$ cat src/ptmux_defs.vh
/*
 * shared constants of the port two / port three function multiplexer:
 * pin indices, pad counts and reset values of the port controls.
 * assumes nothing; definitions only.
 */
`ifndef PTMUX_DEFS_VH
`define PTMUX_DEFS_VH

// ----------------------------------------------------------------
// port widths
// ----------------------------------------------------------------
`define PTMUX_PORT_W 8
`define PTMUX_P2_PADS 6

// ----------------------------------------------------------------
// pin indices
// ----------------------------------------------------------------
`define PTMUX_P2_ACLK 0
`define PTMUX_P2_TCLK 1
`define PTMUX_P2_CMPO 2
`define PTMUX_P2_OUT1 3
`define PTMUX_P2_OUT2 4
`define PTMUX_P2_OSCILLATOR_RESISTOR_FUNCTION 5
`define PTMUX_P3_STE 0
`define PTMUX_P3_SIMO 1
`define PTMUX_P3_SOMI 2
`define PTMUX_P3_CLK 3
`define PTMUX_P3_TXD 4
`define PTMUX_P3_RXD 5
`define PTMUX_P3_NC_LO 6
`define PTMUX_P3_NC_HI 7

// ----------------------------------------------------------------
// reset values
// ----------------------------------------------------------------
`define PTMUX_RST_BYTE 8'h00

`endif

$ cat src/ptmux_pin.v
/*
 * one pad cell: selects port or peripheral output and direction,
 * and resynchronises the pad level through two flip-flops.
 * assumes the pad arrives asynchronously to clk.
 */
`timescale 1ns/1ps
`include "ptmux_defs.vh"

module ptmux_pin (
	// clock and reset
	input wire clk,
	input wire rst,
	// controls
	input wire function_select_bit,
	input wire direction_bit,
	input wire output_value_bit,
	input wire force_dir_en,
	input wire force_dir_val,
	input wire periph_out,
	// pad
	input wire pad_in,
	output reg pad_out,
	output reg pad_oe,
	output reg input_value_bit
);

reg pad_meta;
reg next_out;
reg next_oe;

// ----------------------------------------------------------------
// output and direction select
// ----------------------------------------------------------------
always @* begin
	next_out = function_select_bit ? periph_out : output_value_bit;
	next_oe = direction_bit;
	if (function_select_bit && force_dir_en) begin
		next_oe = force_dir_val;
	end
end

// registered pad drive and two-stage input sync
always @(posedge clk or posedge rst) begin
	if (rst) begin
		pad_out <= 1'b0;
		pad_oe <= 1'b0;
		pad_meta <= 1'b0;
		input_value_bit <= 1'b0;
	end else begin
		pad_out <= next_out;
		pad_oe <= next_oe;
		pad_meta <= pad_in;
		input_value_bit <= pad_meta;
	end
end

endmodule

$ cat src/ptmux_top.v
/*
 * function multiplexer for ports two and three: port i/o or peripheral
 * signals per pin, forced serial directions, pin interrupt flags with
 * software-only flags on the unbonded port two bits.
 * assumes peripherals and the cpu port registers share clk.
 */
// Overview of operation
// p2.0 selected drives auxiliary clock; own direction bit keeps direction.
// p2.1 pad input feeds timer external clock input.
// p2.3 and p2.4 selected drive timer compare outputs one and two.
// p2.5 peripheral output is tied low, no peripheral input.
// p2.6 and p2.7 have no pads but keep usable interrupt flags.
// unbonded flags change only by software writes, never by pins.
// p3.0 selected is forced input, feeding serial slave transmit enable.
// p3.4 selected is forced output, driving serial transmit data.
// p3.5 selected is forced input, feeding serial receive data.
// asynchronous mode with p3.3 selected keeps shift clock pin input.
// synchronous slave takes shift clock from outside on p3.3.
// synchronous master drives shift clock out on p3.3.
// p3.6 and p3.7 selected are forced input, output tied low.
// unselected pins act as plain port i/o.
`timescale 1ns/1ps
`include "ptmux_defs.vh"

module ptmux_top #(
	parameter W = `PTMUX_PORT_W
) (
	// clock and reset
	input wire clk,
	input wire rst,
	// port two controls
	input wire [W-1:0] p2_function_select_bit,
	input wire [W-1:0] p2_direction_bit,
	input wire [W-1:0] p2_output_value_bit,
	input wire [W-1:0] p2_pin_interrupt_enable_bit,
	input wire [W-1:0] p2_interrupt_edge_select_bit,
	input wire [W-1:0] p2_flag_write_en,
	input wire [W-1:0] p2_flag_write_data,
	// port three controls
	input wire [W-1:0] p3_function_select_bit,
	input wire [W-1:0] p3_direction_bit,
	input wire [W-1:0] p3_output_value_bit,
	// peripheral outputs toward the pads
	input wire aux_clock,
	input wire comparator_output,
	input wire timer_compare_out_one,
	input wire timer_compare_out_two,
	input wire serial_transmit_data,
	input wire serial_simo_out,
	input wire serial_somi_out,
	input wire serial_shift_clock_out,
	input wire serial_sync_mode,
	input wire serial_master_mode,
	// pads
	input wire [W-1:0] p2_pad_in,
	output wire [W-1:0] p2_pad_out,
	output wire [W-1:0] p2_pad_oe,
	input wire [W-1:0] p3_pad_in,
	output wire [W-1:0] p3_pad_out,
	output wire [W-1:0] p3_pad_oe,
	// port readback
	output wire [W-1:0] p2_input_value_bit,
	output wire [W-1:0] p3_input_value_bit,
	output reg [W-1:0] p2_pin_interrupt_flag_bit,
	output reg p2_interrupt,
	// peripheral inputs from the pads
	output reg timer_external_clock_in,
	output reg timer_capture_input_zero_b,
	output reg serial_slave_transmit_enable,
	output reg serial_receive_data,
	output reg serial_simo_in,
	output reg serial_somi_in,
	output reg serial_shift_clock_in
);

reg [W-1:0] p2_periph;
reg [W-1:0] p3_periph;
reg [W-1:0] p3_force_en;
reg [W-1:0] p3_force_val;
reg [W-1:0] p2_prev;
reg [W-1:0] next_flag;
wire [W-1:0] p2_in_sync;
wire [W-1:0] p2_pad_in_masked;
wire [W-1:0] p2_event;
genvar i;

// ----------------------------------------------------------------
// peripheral output and forced direction per pin
// ----------------------------------------------------------------
always @* begin
	p2_periph = {W{1'b0}}; // bits 5..7 stay low
	p2_periph[`PTMUX_P2_ACLK] = aux_clock;
	p2_periph[`PTMUX_P2_CMPO] = comparator_output;
	p2_periph[`PTMUX_P2_OUT1] = timer_compare_out_one;
	p2_periph[`PTMUX_P2_OUT2] = timer_compare_out_two;
	p3_periph = {W{1'b0}}; // bits 6,7 output low
	p3_periph[`PTMUX_P3_TXD] = serial_transmit_data;
	p3_periph[`PTMUX_P3_SIMO] = serial_simo_out;
	p3_periph[`PTMUX_P3_SOMI] = serial_somi_out;
	p3_periph[`PTMUX_P3_CLK] = serial_shift_clock_out;
	// forced directions: 0,5,6,7 input, 4 output, 3 by serial mode
	p3_force_en = {W{1'b0}};
	p3_force_en[`PTMUX_P3_STE] = 1'b1;
	p3_force_en[`PTMUX_P3_TXD] = 1'b1;
	p3_force_en[`PTMUX_P3_RXD] = 1'b1;
	p3_force_en[`PTMUX_P3_NC_LO] = 1'b1;
	p3_force_en[`PTMUX_P3_NC_HI] = 1'b1;
	p3_force_en[`PTMUX_P3_CLK] = 1'b1;
	p3_force_val = {W{1'b0}};
	p3_force_val[`PTMUX_P3_TXD] = 1'b1;
	// clock pin: input in uart and spi slave, output in spi master
	p3_force_val[`PTMUX_P3_CLK] =
		serial_sync_mode & serial_master_mode;
	// spi data pins follow master or slave role
	// in uart mode both data pins stay under their own direction bits
	p3_force_en[`PTMUX_P3_SIMO] = serial_sync_mode;
	p3_force_val[`PTMUX_P3_SIMO] = serial_master_mode;
	p3_force_en[`PTMUX_P3_SOMI] = serial_sync_mode;
	p3_force_val[`PTMUX_P3_SOMI] = ~serial_master_mode;
end

// ----------------------------------------------------------------
// pad cells; port two never forces direction
// ----------------------------------------------------------------
generate
	for (i = 0; i < W; i = i + 1) begin : g_pin
		ptmux_pin u_p2 (
			.clk(clk),
			.rst(rst),
			.function_select_bit(p2_function_select_bit[i]),
			.direction_bit(p2_direction_bit[i]),
			.output_value_bit(p2_output_value_bit[i]),
			.force_dir_en(1'b0),
			.force_dir_val(1'b0),
			.periph_out(p2_periph[i]),
			.pad_in(p2_pad_in_masked[i]),
			.pad_out(p2_pad_out[i]),
			.pad_oe(p2_pad_oe[i]),
			.input_value_bit(p2_in_sync[i])
		);
		ptmux_pin u_p3 (
			.clk(clk),
			.rst(rst),
			.function_select_bit(p3_function_select_bit[i]),
			.direction_bit(p3_direction_bit[i]),
			.output_value_bit(p3_output_value_bit[i]),
			.force_dir_en(p3_force_en[i]),
			.force_dir_val(p3_force_val[i]),
			.periph_out(p3_periph[i]),
			.pad_in(p3_pad_in[i]),
			.pad_out(p3_pad_out[i]),
			.pad_oe(p3_pad_oe[i]),
			.input_value_bit(p3_input_value_bit[i])
		);
	end
endgenerate

// unbonded bits have no pad: their input reads zero
// tying them low also keeps a floating pad out of the edge detector
assign p2_pad_in_masked = {{(W-`PTMUX_P2_PADS){1'b0}},
	p2_pad_in[`PTMUX_P2_PADS-1:0]};
assign p2_input_value_bit = p2_in_sync;

// ----------------------------------------------------------------
// pin interrupt flags
// ----------------------------------------------------------------
// a pad edge reaches its flag three edges later: two sync flops,
// then the flag register, fed by the compare against p2_prev
// edge on synced input, rising or falling by edge select; pads only
assign p2_event = {{(W-`PTMUX_P2_PADS){1'b0}}, {`PTMUX_P2_PADS{1'b1}}}
	& ((~p2_interrupt_edge_select_bit & ~p2_prev & p2_in_sync)
	| (p2_interrupt_edge_select_bit & p2_prev & ~p2_in_sync));

// software write, then pin event wins over a clear
// so an edge arriving with a software clear is never lost
always @* begin
	next_flag = (p2_pin_interrupt_flag_bit & ~p2_flag_write_en)
		| (p2_flag_write_data & p2_flag_write_en);
	next_flag = next_flag | p2_event;
end

// flag, edge history and interrupt registers
always @(posedge clk or posedge rst) begin
	if (rst) begin
		p2_prev <= `PTMUX_RST_BYTE;
		p2_pin_interrupt_flag_bit <= `PTMUX_RST_BYTE;
		p2_interrupt <= 1'b0;
	end else begin
		p2_prev <= p2_in_sync;
		p2_pin_interrupt_flag_bit <= next_flag;
		p2_interrupt <= |(next_flag & p2_pin_interrupt_enable_bit);
	end
end

// ----------------------------------------------------------------
// peripheral inputs from the pads
// ----------------------------------------------------------------
// routed whatever the select bits say; each peripheral decides
// when it listens, so a deselected pin only costs a toggling input
always @(posedge clk or posedge rst) begin
	if (rst) begin
		timer_external_clock_in <= 1'b0;
		timer_capture_input_zero_b <= 1'b0;
		serial_slave_transmit_enable <= 1'b0;
		serial_receive_data <= 1'b0;
		serial_simo_in <= 1'b0;
		serial_somi_in <= 1'b0;
		serial_shift_clock_in <= 1'b0;
	end else begin
		timer_external_clock_in <= p2_in_sync[`PTMUX_P2_TCLK];
		timer_capture_input_zero_b <= p2_in_sync[`PTMUX_P2_CMPO];
		serial_slave_transmit_enable <=
			p3_input_value_bit[`PTMUX_P3_STE];
		serial_receive_data <= p3_input_value_bit[`PTMUX_P3_RXD];
		serial_simo_in <= p3_input_value_bit[`PTMUX_P3_SIMO];
		serial_somi_in <= p3_input_value_bit[`PTMUX_P3_SOMI];
		serial_shift_clock_in <=
			p3_input_value_bit[`PTMUX_P3_CLK];
	end
end

endmodule

$ cat config.mk
export PLATFORM = sky130hd
export DESIGN_NAME = ptmux_top
export DESIGN_NICKNAME = d
export VERILOG_FILES = /design/src/ptmux_pin.v /design/src/ptmux_top.v
export VERILOG_INCLUDE_DIRS = /design/src
export SDC_FILE = /design/constraint.sdc
export NUM_CORES = 1
export LEC_CHECK = 0
export BUFFER_PORTS_ARGS = -buffer_cell sky130_fd_sc_hd__buf_4
export CAP_MARGIN = 20
export CORE_AREA = 2 2 83 85
export CTS_CLUSTER_DIAMETER = 60
export CTS_CLUSTER_SIZE = 10
export DETAILED_ROUTE_END_ITERATION = 10
export DIE_AREA = 0 0 85 87
export PLACE_DENSITY = 0.87
export SYNTH_ARGS = -nofsm -noshare
export SYNTH_HDL_FRONTEND = slang
export SYNTH_HIERARCHICAL = 1
export SYNTH_SLANG_ARGS = --single-unit
$ cat constraint.sdc
create_clock -name clk -period 5.23 [get_ports clk]
set_clock_uncertainty 0.15 [all_clocks]
set_input_delay 0.7845 -clock clk [delete_from_list [all_inputs] [get_ports clk]]
set_output_delay 0.7845 -clock clk [all_outputs]
set_load 0.05 [all_outputs]
==> impl_metrics.env, run 1 <==
export IMPL_nets=519
export IMPL_setup_tns_final_ns=0
export IMPL_synth_top_cell_area_share_pct=70.2
export IMPL_finalCritPeriodShare_pct=39.4
export IMPL_fmax_mhz=485
export IMPL_critPathMaxFanout=2
export IMPL_grt_pass1_vias=2410
export IMPL_layout_commonest_cell="buf_4"
export IMPL_clock_latency_ns=0.33
export IMPL_required_ns=5.29
export IMPL_ys_ff_latch=84
export IMPL_clk_pin_slew_worst_paths_ns=0.08
export IMPL_layout_common_cells="buf_4 (167), dfrtp_1 (84), conb_1 (37), inv_1 (22), nand2_1 (19)"
export IMPL_yosys_top_cells_area="dfrtp_1 (70%), mux2_4 (8.5%), mux2_2 (6.8%)"
export IMPL_cpPeakStageDelay_ns=0.54
export IMPL_gp_congestion=0.765
export IMPL_status="completed"
export IMPL_drv_cap=0
export IMPL_post_cts_resized=0
export IMPL_tightestPinTransition_ns=0.860
export IMPL_grt_usage_pct=18.5
export IMPL_yosysUniqueCellTypes=22
export IMPL_drtIter0Drc=36
export IMPL_vias=2179
export IMPL_fillCellCount=487
export IMPL_vdd_drop_max_mv=0.202
export IMPL_ys_warnings_count=6
export IMPL_wl_per_cell_um=13.5
export IMPL_ant_nets=0
export IMPL_synth_area_per_cell_sq_um=15.1
export IMPL_critPathCaptureType="flop"
export IMPL_layout_drive_gt1_share_pct=52.9
export IMPL_cts_htree_levels=3
export IMPL_rows=30
export IMPL_io_pins=172
export IMPL_period_minus_slack_ns=2.06
export IMPL_yosysTopAreaCell="dfrtp_1"
export IMPL_portBuffers=167
export IMPL_cp_cell_sequence="buf_4 > mux2_4 > o31ai_2 > nand4_1 > or4_1"
export IMPL_syn_to_final_growth_pct=54.8
export IMPL_critPathSlowestCell="or4_1"
export IMPL_hold_viol=0
export IMPL_ys_seq_area_share_pct=70.2
export IMPL_grt_ovfl_total=0
export IMPL_cts_setup_buffers=0
export IMPL_root_buffer="clkbuf_8"
export IMPL_die_w_um=85
export IMPL_slew_viol_final=0
export IMPL_synth_area_sq_mm=0.00299
export IMPL_rsz0062_at_grt="false"
export IMPL_cts_sinks=84
export IMPL_cts_tree="done"
export IMPL_place_hpwl_mm=5.47
export IMPL_hp_class="reg2reg"
export IMPL_antenna_found_initial=0
export IMPL_fin_cells=494
export IMPL_n_antenna_cell=0
export IMPL_vias_per_cell=4.41
export IMPL_grt_pass1_wl_mm=10.4
export IMPL_setup_viol=0
export IMPL_drc=0
export IMPL_leakage_nw=2.47
export IMPL_grt_max_degree=21
export IMPL_total_power_mw=1.41
export IMPL_totalWireLength_mm=6.67
export IMPL_cp_start_kind="input pin"
export IMPL_dr_pass1_iters=4
export IMPL_ctsHoldBuffers=0
export IMPL_die_area_sq_mm=0.00740
export IMPL_start_util_pct=45.6
export IMPL_clk_path_buf_depth=2
export IMPL_dp_cells=480
export IMPL_coreArea_sq_mm=0.00657
export IMPL_crit_type="in2reg"
export IMPL_cellPowerDensity_mw_per_mm2=304
export IMPL_slew_headroom_pct=42.6
export IMPL_synthCells=198
export IMPL_die_y_um=87
export IMPL_arrival_ns=2.12
export IMPL_cts_inserted_buffers=9
[critical path: cells and delay by family]
| kind | cells | cell delay [ns] |
|---|---|---|
| muxes | 1 | 0.30 |
| AOI/OAI and AO/OA | 1 | 0.22 |
| and+or+nand+nor | 2 | 0.70 |
| buffers and inverters | 1 | 0.12 |
[sequential cells by signal (all words and copies together) (netlist names)]
name,cells
g_pin.u_p2/pad_meta,8
g_pin.u_p2/pad_out,8
serial_receive_data,1
p2_pin_interrupt_flag_bit,8
g_pin.u_p2/input_value_bit,8
g_pin.u_p3/pad_meta,8
p2_prev,6
serial_somi_in,1
g_pin.u_p2/pad_oe,8
serial_shift_clock_in,1
serial_simo_in,1
g_pin.u_p3/input_value_bit,8
g_pin.u_p3/pad_oe,8
p2_interrupt,1
serial_slave_transmit_enable,1
g_pin.u_p3/pad_out,8
[Yosys cell counts (all sizes together)]
cell / count
nor2b: 1
or4: 1
nand4: 1
nor2: 3
dfrtp: 84
o21ai: 4
a2bb2oi: 2
nor3b: 5
o2111ai: 1
inv: 22
mux2i: 5
a21oi: 1
mux2: 35
and2: 1
or3b: 2
or3: 1
nand2: 19
o22ai: 1
and3b: 6
o31ai: 1
conb: 2
[per-layer routing]
metal	share of wire [%]	GRT usage (%)	up-vias
met4	1.7	7.36	0
li1	-	-	1040
met3	11	8.15	9
met2	54	33.9	105
met5	0	0	-
met1	33	18.3	1025
[final cells by class]
cell class / count / area, sq um / area share (%)
Inverter: 22 / 82.6 / 1.78
Sequential cell: 84 / 2100 / 45.3
Timing Repair Buffer: 167 / 1250 / 27.0
Clock inverter: 3 / 15.0 / 0.324
Multi-Input combinational cell: 127 / 941 / 20.3
Tap cell: 80 / 100 / 2.16
Clock buffer: 11 / 141 / 3.05
[power by group]
group          internal (mW)  total, mW  switching, mW  leakage, nW
Sequential             0.692      0.707         0.0159        0.971
Clock                  0.178      0.377          0.200       0.0848
Combinational          0.132      0.325          0.193         1.42
Total                   1.00       1.41          0.408         2.47
[final timing paths]
| check | slack (ns) | cells after the start | end | from |
|---|---|---|---|---|
| max | 3.17 | 5 | p2_interrupt | p2_flag_write_en[5] |
| min in group asynchronous | 0.28 | 2 | g_pin[2].u_p2/input_value_bit | rst |
| max in group asynchronous | 3.80 | 2 | serial_slave_transmit_enable | rst |
| min | 0.20 | 0 | g_pin[4].u_p3/input_value_bit | g_pin[4].u_p3/pad_meta |
| max reg2reg | 3.37 | 4 | p2_interrupt | p2_pin_interrupt_flag_bit[5] |
| min reg2reg | 0.20 | 0 | g_pin[4].u_p3/input_value_bit | g_pin[4].u_p3/pad_meta |
[kinds of logic (layout without fill, tap and decap cells)]
logic type / count (synthesis) / after routing / synth area share, %
DFF: 84 / 84 / 70.2
muxes: 40 / 40 / 17.0
and+or+nand+nor: 40 / 40 / 7.48
buffers and inverters: 22 / 203 / 2.76
AOI/OAI and AO/OA: 10 / 10 / 2.34
other: 2 / 37 / 0.251
[metrics by stage]
| stage | setup slack [ns] | hold slack (ns) | area (sq um) | utilization, % |
|---|---|---|---|---|
| floorplan | 3.08 | 0.181 | 3130 | - |
| CTS | 3.20 | 0.199 | 4640 | 70.6 |
| global placement | 2.84 | 0.183 | 4480 | 68.2 |
| finish | 3.17 | 0.195 | 4640 | 70.6 |
| detailed placement | 2.83 | 0.185 | 4480 | 68.2 |
| global route | 3.19 | 0.209 | 4640 | 70.6 |
Power figures use the tool's default switching activity.
==> inputs of run 2 (changes only) <==
--- a/config.mk
+++ b/config.mk
@@ -8,12 +8,12 @@
 export LEC_CHECK = 0
 export BUFFER_PORTS_ARGS = -buffer_cell sky130_fd_sc_hd__buf_4
 export CAP_MARGIN = 20
-export CORE_AREA = 2 2 83 85
+export CORE_AREA = 2 2 87 89
 export CTS_CLUSTER_DIAMETER = 60
 export CTS_CLUSTER_SIZE = 10
 export DETAILED_ROUTE_END_ITERATION = 10
-export DIE_AREA = 0 0 85 87
-export PLACE_DENSITY = 0.87
+export DIE_AREA = 0 0 89 91
+export PLACE_DENSITY = 0.8
 export SYNTH_ARGS = -nofsm -noshare
 export SYNTH_HDL_FRONTEND = slang
 export SYNTH_HIERARCHICAL = 1
==> constraint.sdc (replaced) <==
create_clock -name clk -period 2.06 [get_ports clk]
set_clock_uncertainty 0.15 [all_clocks]
set_input_delay 0.309 -clock clk [delete_from_list [all_inputs] [get_ports clk]]
set_output_delay 0.309 -clock clk [all_outputs]
set_load 0.05 [all_outputs]
==> run 2 against run 1 <==
  * Via count grew 4.1%
  * Non-clock buffer count rose by 16
  * Sequential power increased to 2.5 times the previous value
  * Combinational power rose to 2.6 times the previous value
  * Die area rose by 9.5%
  * Wire length is 6.5% higher
  * First-iteration DRC count increased by 69%
  * Worst hold slack worse by 0.15 ns
  * Global-route usage up 0.70 points
  * Sequential share of layout area decreased by 2.0 points
  * Critical endpoint unchanged
==> impl_metrics.env, run 2 (synthesis gave the netlist of run 1 again) <==
export IMPL_status="completed"
export IMPL_grt_ovfl_total=0
export IMPL_critPathMaxFanout=2
export IMPL_start_util_pct=42.0
export IMPL_combPwrFrac_pct=22.7
export IMPL_cts_sinks=84
export IMPL_grt_usage_pct=19.2
export IMPL_cts_tree="done"
export IMPL_critPathCaptureType="flop"
export IMPL_fmax_mhz=554
export IMPL_drv_cap=0
export IMPL_ant_nets=0
export IMPL_die_area_sq_mm=0.00810
export IMPL_totalWireLength_mm=7.10
export IMPL_switchingPower_mw=1.08
export IMPL_vias=2269
export IMPL_cp_start_kind="flop"
export IMPL_critPathSlowestCell="or4_1"
export IMPL_cp_cell_sequence="mux2_4 > o31ai_2 > nand4_1 > or4_1"
export IMPL_layout_common_cells="buf_4 (168), dfrtp_1 (84), conb_1 (37), inv_1 (22), nand2_1 (19)"
export IMPL_root_buffer="clkbuf_8"
export IMPL_cts_inserted_buffers=9
export IMPL_layout_drive_gt1_share_pct=50.9
export IMPL_vias_per_cell=4.27
export IMPL_rows=31
export IMPL_rsz0062_at_grt="false"
export IMPL_arrival_ns=1.87
export IMPL_sw_frac_of_total_pct=28.9
export IMPL_cts_htree_levels=3
export IMPL_syn_to_final_growth_pct=61.8
export IMPL_drc=0
export IMPL_grt_pass1_vias=2557
export IMPL_antenna_found_initial=0
export IMPL_wl_per_cell_um=13.4
export IMPL_required_ns=2.12
export IMPL_nets=535
export IMPL_drtIter0Drc=61
export IMPL_p_int_mw=2.67
export IMPL_clkPwrFrac_pct=29.5
export IMPL_die_y_um=91
export IMPL_crit_type="reg2reg"
export IMPL_clk_path_buf_depth=2
export IMPL_total_power_mw=3.75
export IMPL_portBuffers=167
export IMPL_grt_pass1_wl_mm=11.6
export IMPL_fin_cells=531
export IMPL_clk_pin_slew_worst_paths_ns=0.08
export IMPL_vdd_drop_max_mv=0.483
export IMPL_place_hpwl_mm=5.70
export IMPL_clock_latency_ns=0.34
export IMPL_cellPowerDensity_mw_per_mm2=775
export IMPL_setup_tns_final_ns=0
export IMPL_dr_pass1_iters=3
export IMPL_hold_viol=0
export IMPL_dp_cells=500
export IMPL_io_pins=172
export IMPL_layout_commonest_cell="buf_4"
export IMPL_hp_class="in2reg"
export IMPL_grt_max_degree=18
export IMPL_leakage_nw=2.54
export IMPL_slew_viol_final=0
export IMPL_period_minus_slack_ns=1.81
export IMPL_cpPeakStageDelay_ns=0.52
export IMPL_post_cts_resized=0
export IMPL_die_w_um=89
export IMPL_n_antenna_cell=0
export IMPL_utilization_pct=67.9
export IMPL_place_area_sq_mm=0.00451
export IMPL_gp_congestion=0.756
export IMPL_finalCritPeriodShare_pct=87.7
export IMPL_design_area_sq_mm=0.00485
export IMPL_coreArea_sq_mm=0.00714
export IMPL_setup_viol=0
export IMPL_pwr_share_seq_pct=47.8
## run 2: cell types whose count changed in the layout (fill, tap and decap cells not counted), sizes merged
cell         change
dlygate4sd3     +15
clkinv           -2
clkinvlp         +2
buf              +1
bufinv           +1
clkbuf           +1
## run 2: worst max-delay path, delay by kind of cell (launching register included)
kind / cells / cell delay (ns)
AOI/OAI and AO/OA: 1 / 0.22
muxes: 1 / 0.28
and+or+nand+nor: 2 / 0.64
DFF: 1 / 0.38
## run 2: layer usage
layer  vias up  track usage (%)  routed length, um  part of all wire [%]
li1       1073                -                  -                     -
met1      1077             19.5               2420                    34
met2       109             34.8               3840                    54
met3        10             6.64                718                    10
met4         0             7.96                125                   1.8
met5         -                0                  0                     0
## run 2: final cells by class
| class | instances | area (sq um) |
|---|---|---|
| multi-input combinational | 127 | 941 |
| fill | 577 | 2290 |
| sequential | 84 | 2100 |
| inverter | 22 | 82.6 |
| clock inverter | 4 | 50.0 |
| tap | 99 | 124 |
| timing repair buffer | 183 | 1410 |
| clock buffer | 12 | 135 |
## run 2: repair_timing
action	CTS	global route
endpoints found under the hold margin	82	0
hold buffers	15	0
setup buffers	0	0
## run 2: power by group through the flow
stage	clock [mW]	sequential [mW]	combinational, mW
6_report	1.11	1.79	0.854
5_1_grt	1.23	1.81	0.908
4_1_cts	1.15	1.80	0.861
3_5_place_dp	0	1.83	0.836
3_3_place_gp	0	1.82	0.824
2_1_floorplan	0	2.14	0.164
## run 2: path summary, 6_finish.rpt
check                                                end  slack, ns                          from  cells after the start
setup / recovery                            p2_interrupt       0.25  p2_pin_interrupt_flag_bit[5]                      4
hold / removal                      g_pin[2].u_p2/pad_oe       0.04           p2_direction_bit[2]                      2
setup reg to reg                            p2_interrupt       0.25  p2_pin_interrupt_flag_bit[5]                      4
hold reg to reg            g_pin[3].u_p2/input_value_bit       0.20        g_pin[3].u_p2/pad_meta                      0
max in group asynchronous   p2_pin_interrupt_flag_bit[4]       0.88                           rst                      4
min in group asynchronous           g_pin[7].u_p3/pad_oe       0.36                           rst                      3
## run 2: per-stage QoR
| step | hold slack, ns | setup WS, ns |
|---|---|---|
| after global placement | 0.168 | 0.182 |
| final | 0.0439 | 0.254 |
| after detailed placement | 0.172 | 0.175 |
| after CTS | 0.0241 | 0.244 |
| after floorplan | -0.0749 | 0.0939 |
| after global routing | 0.0225 | 0.168 |
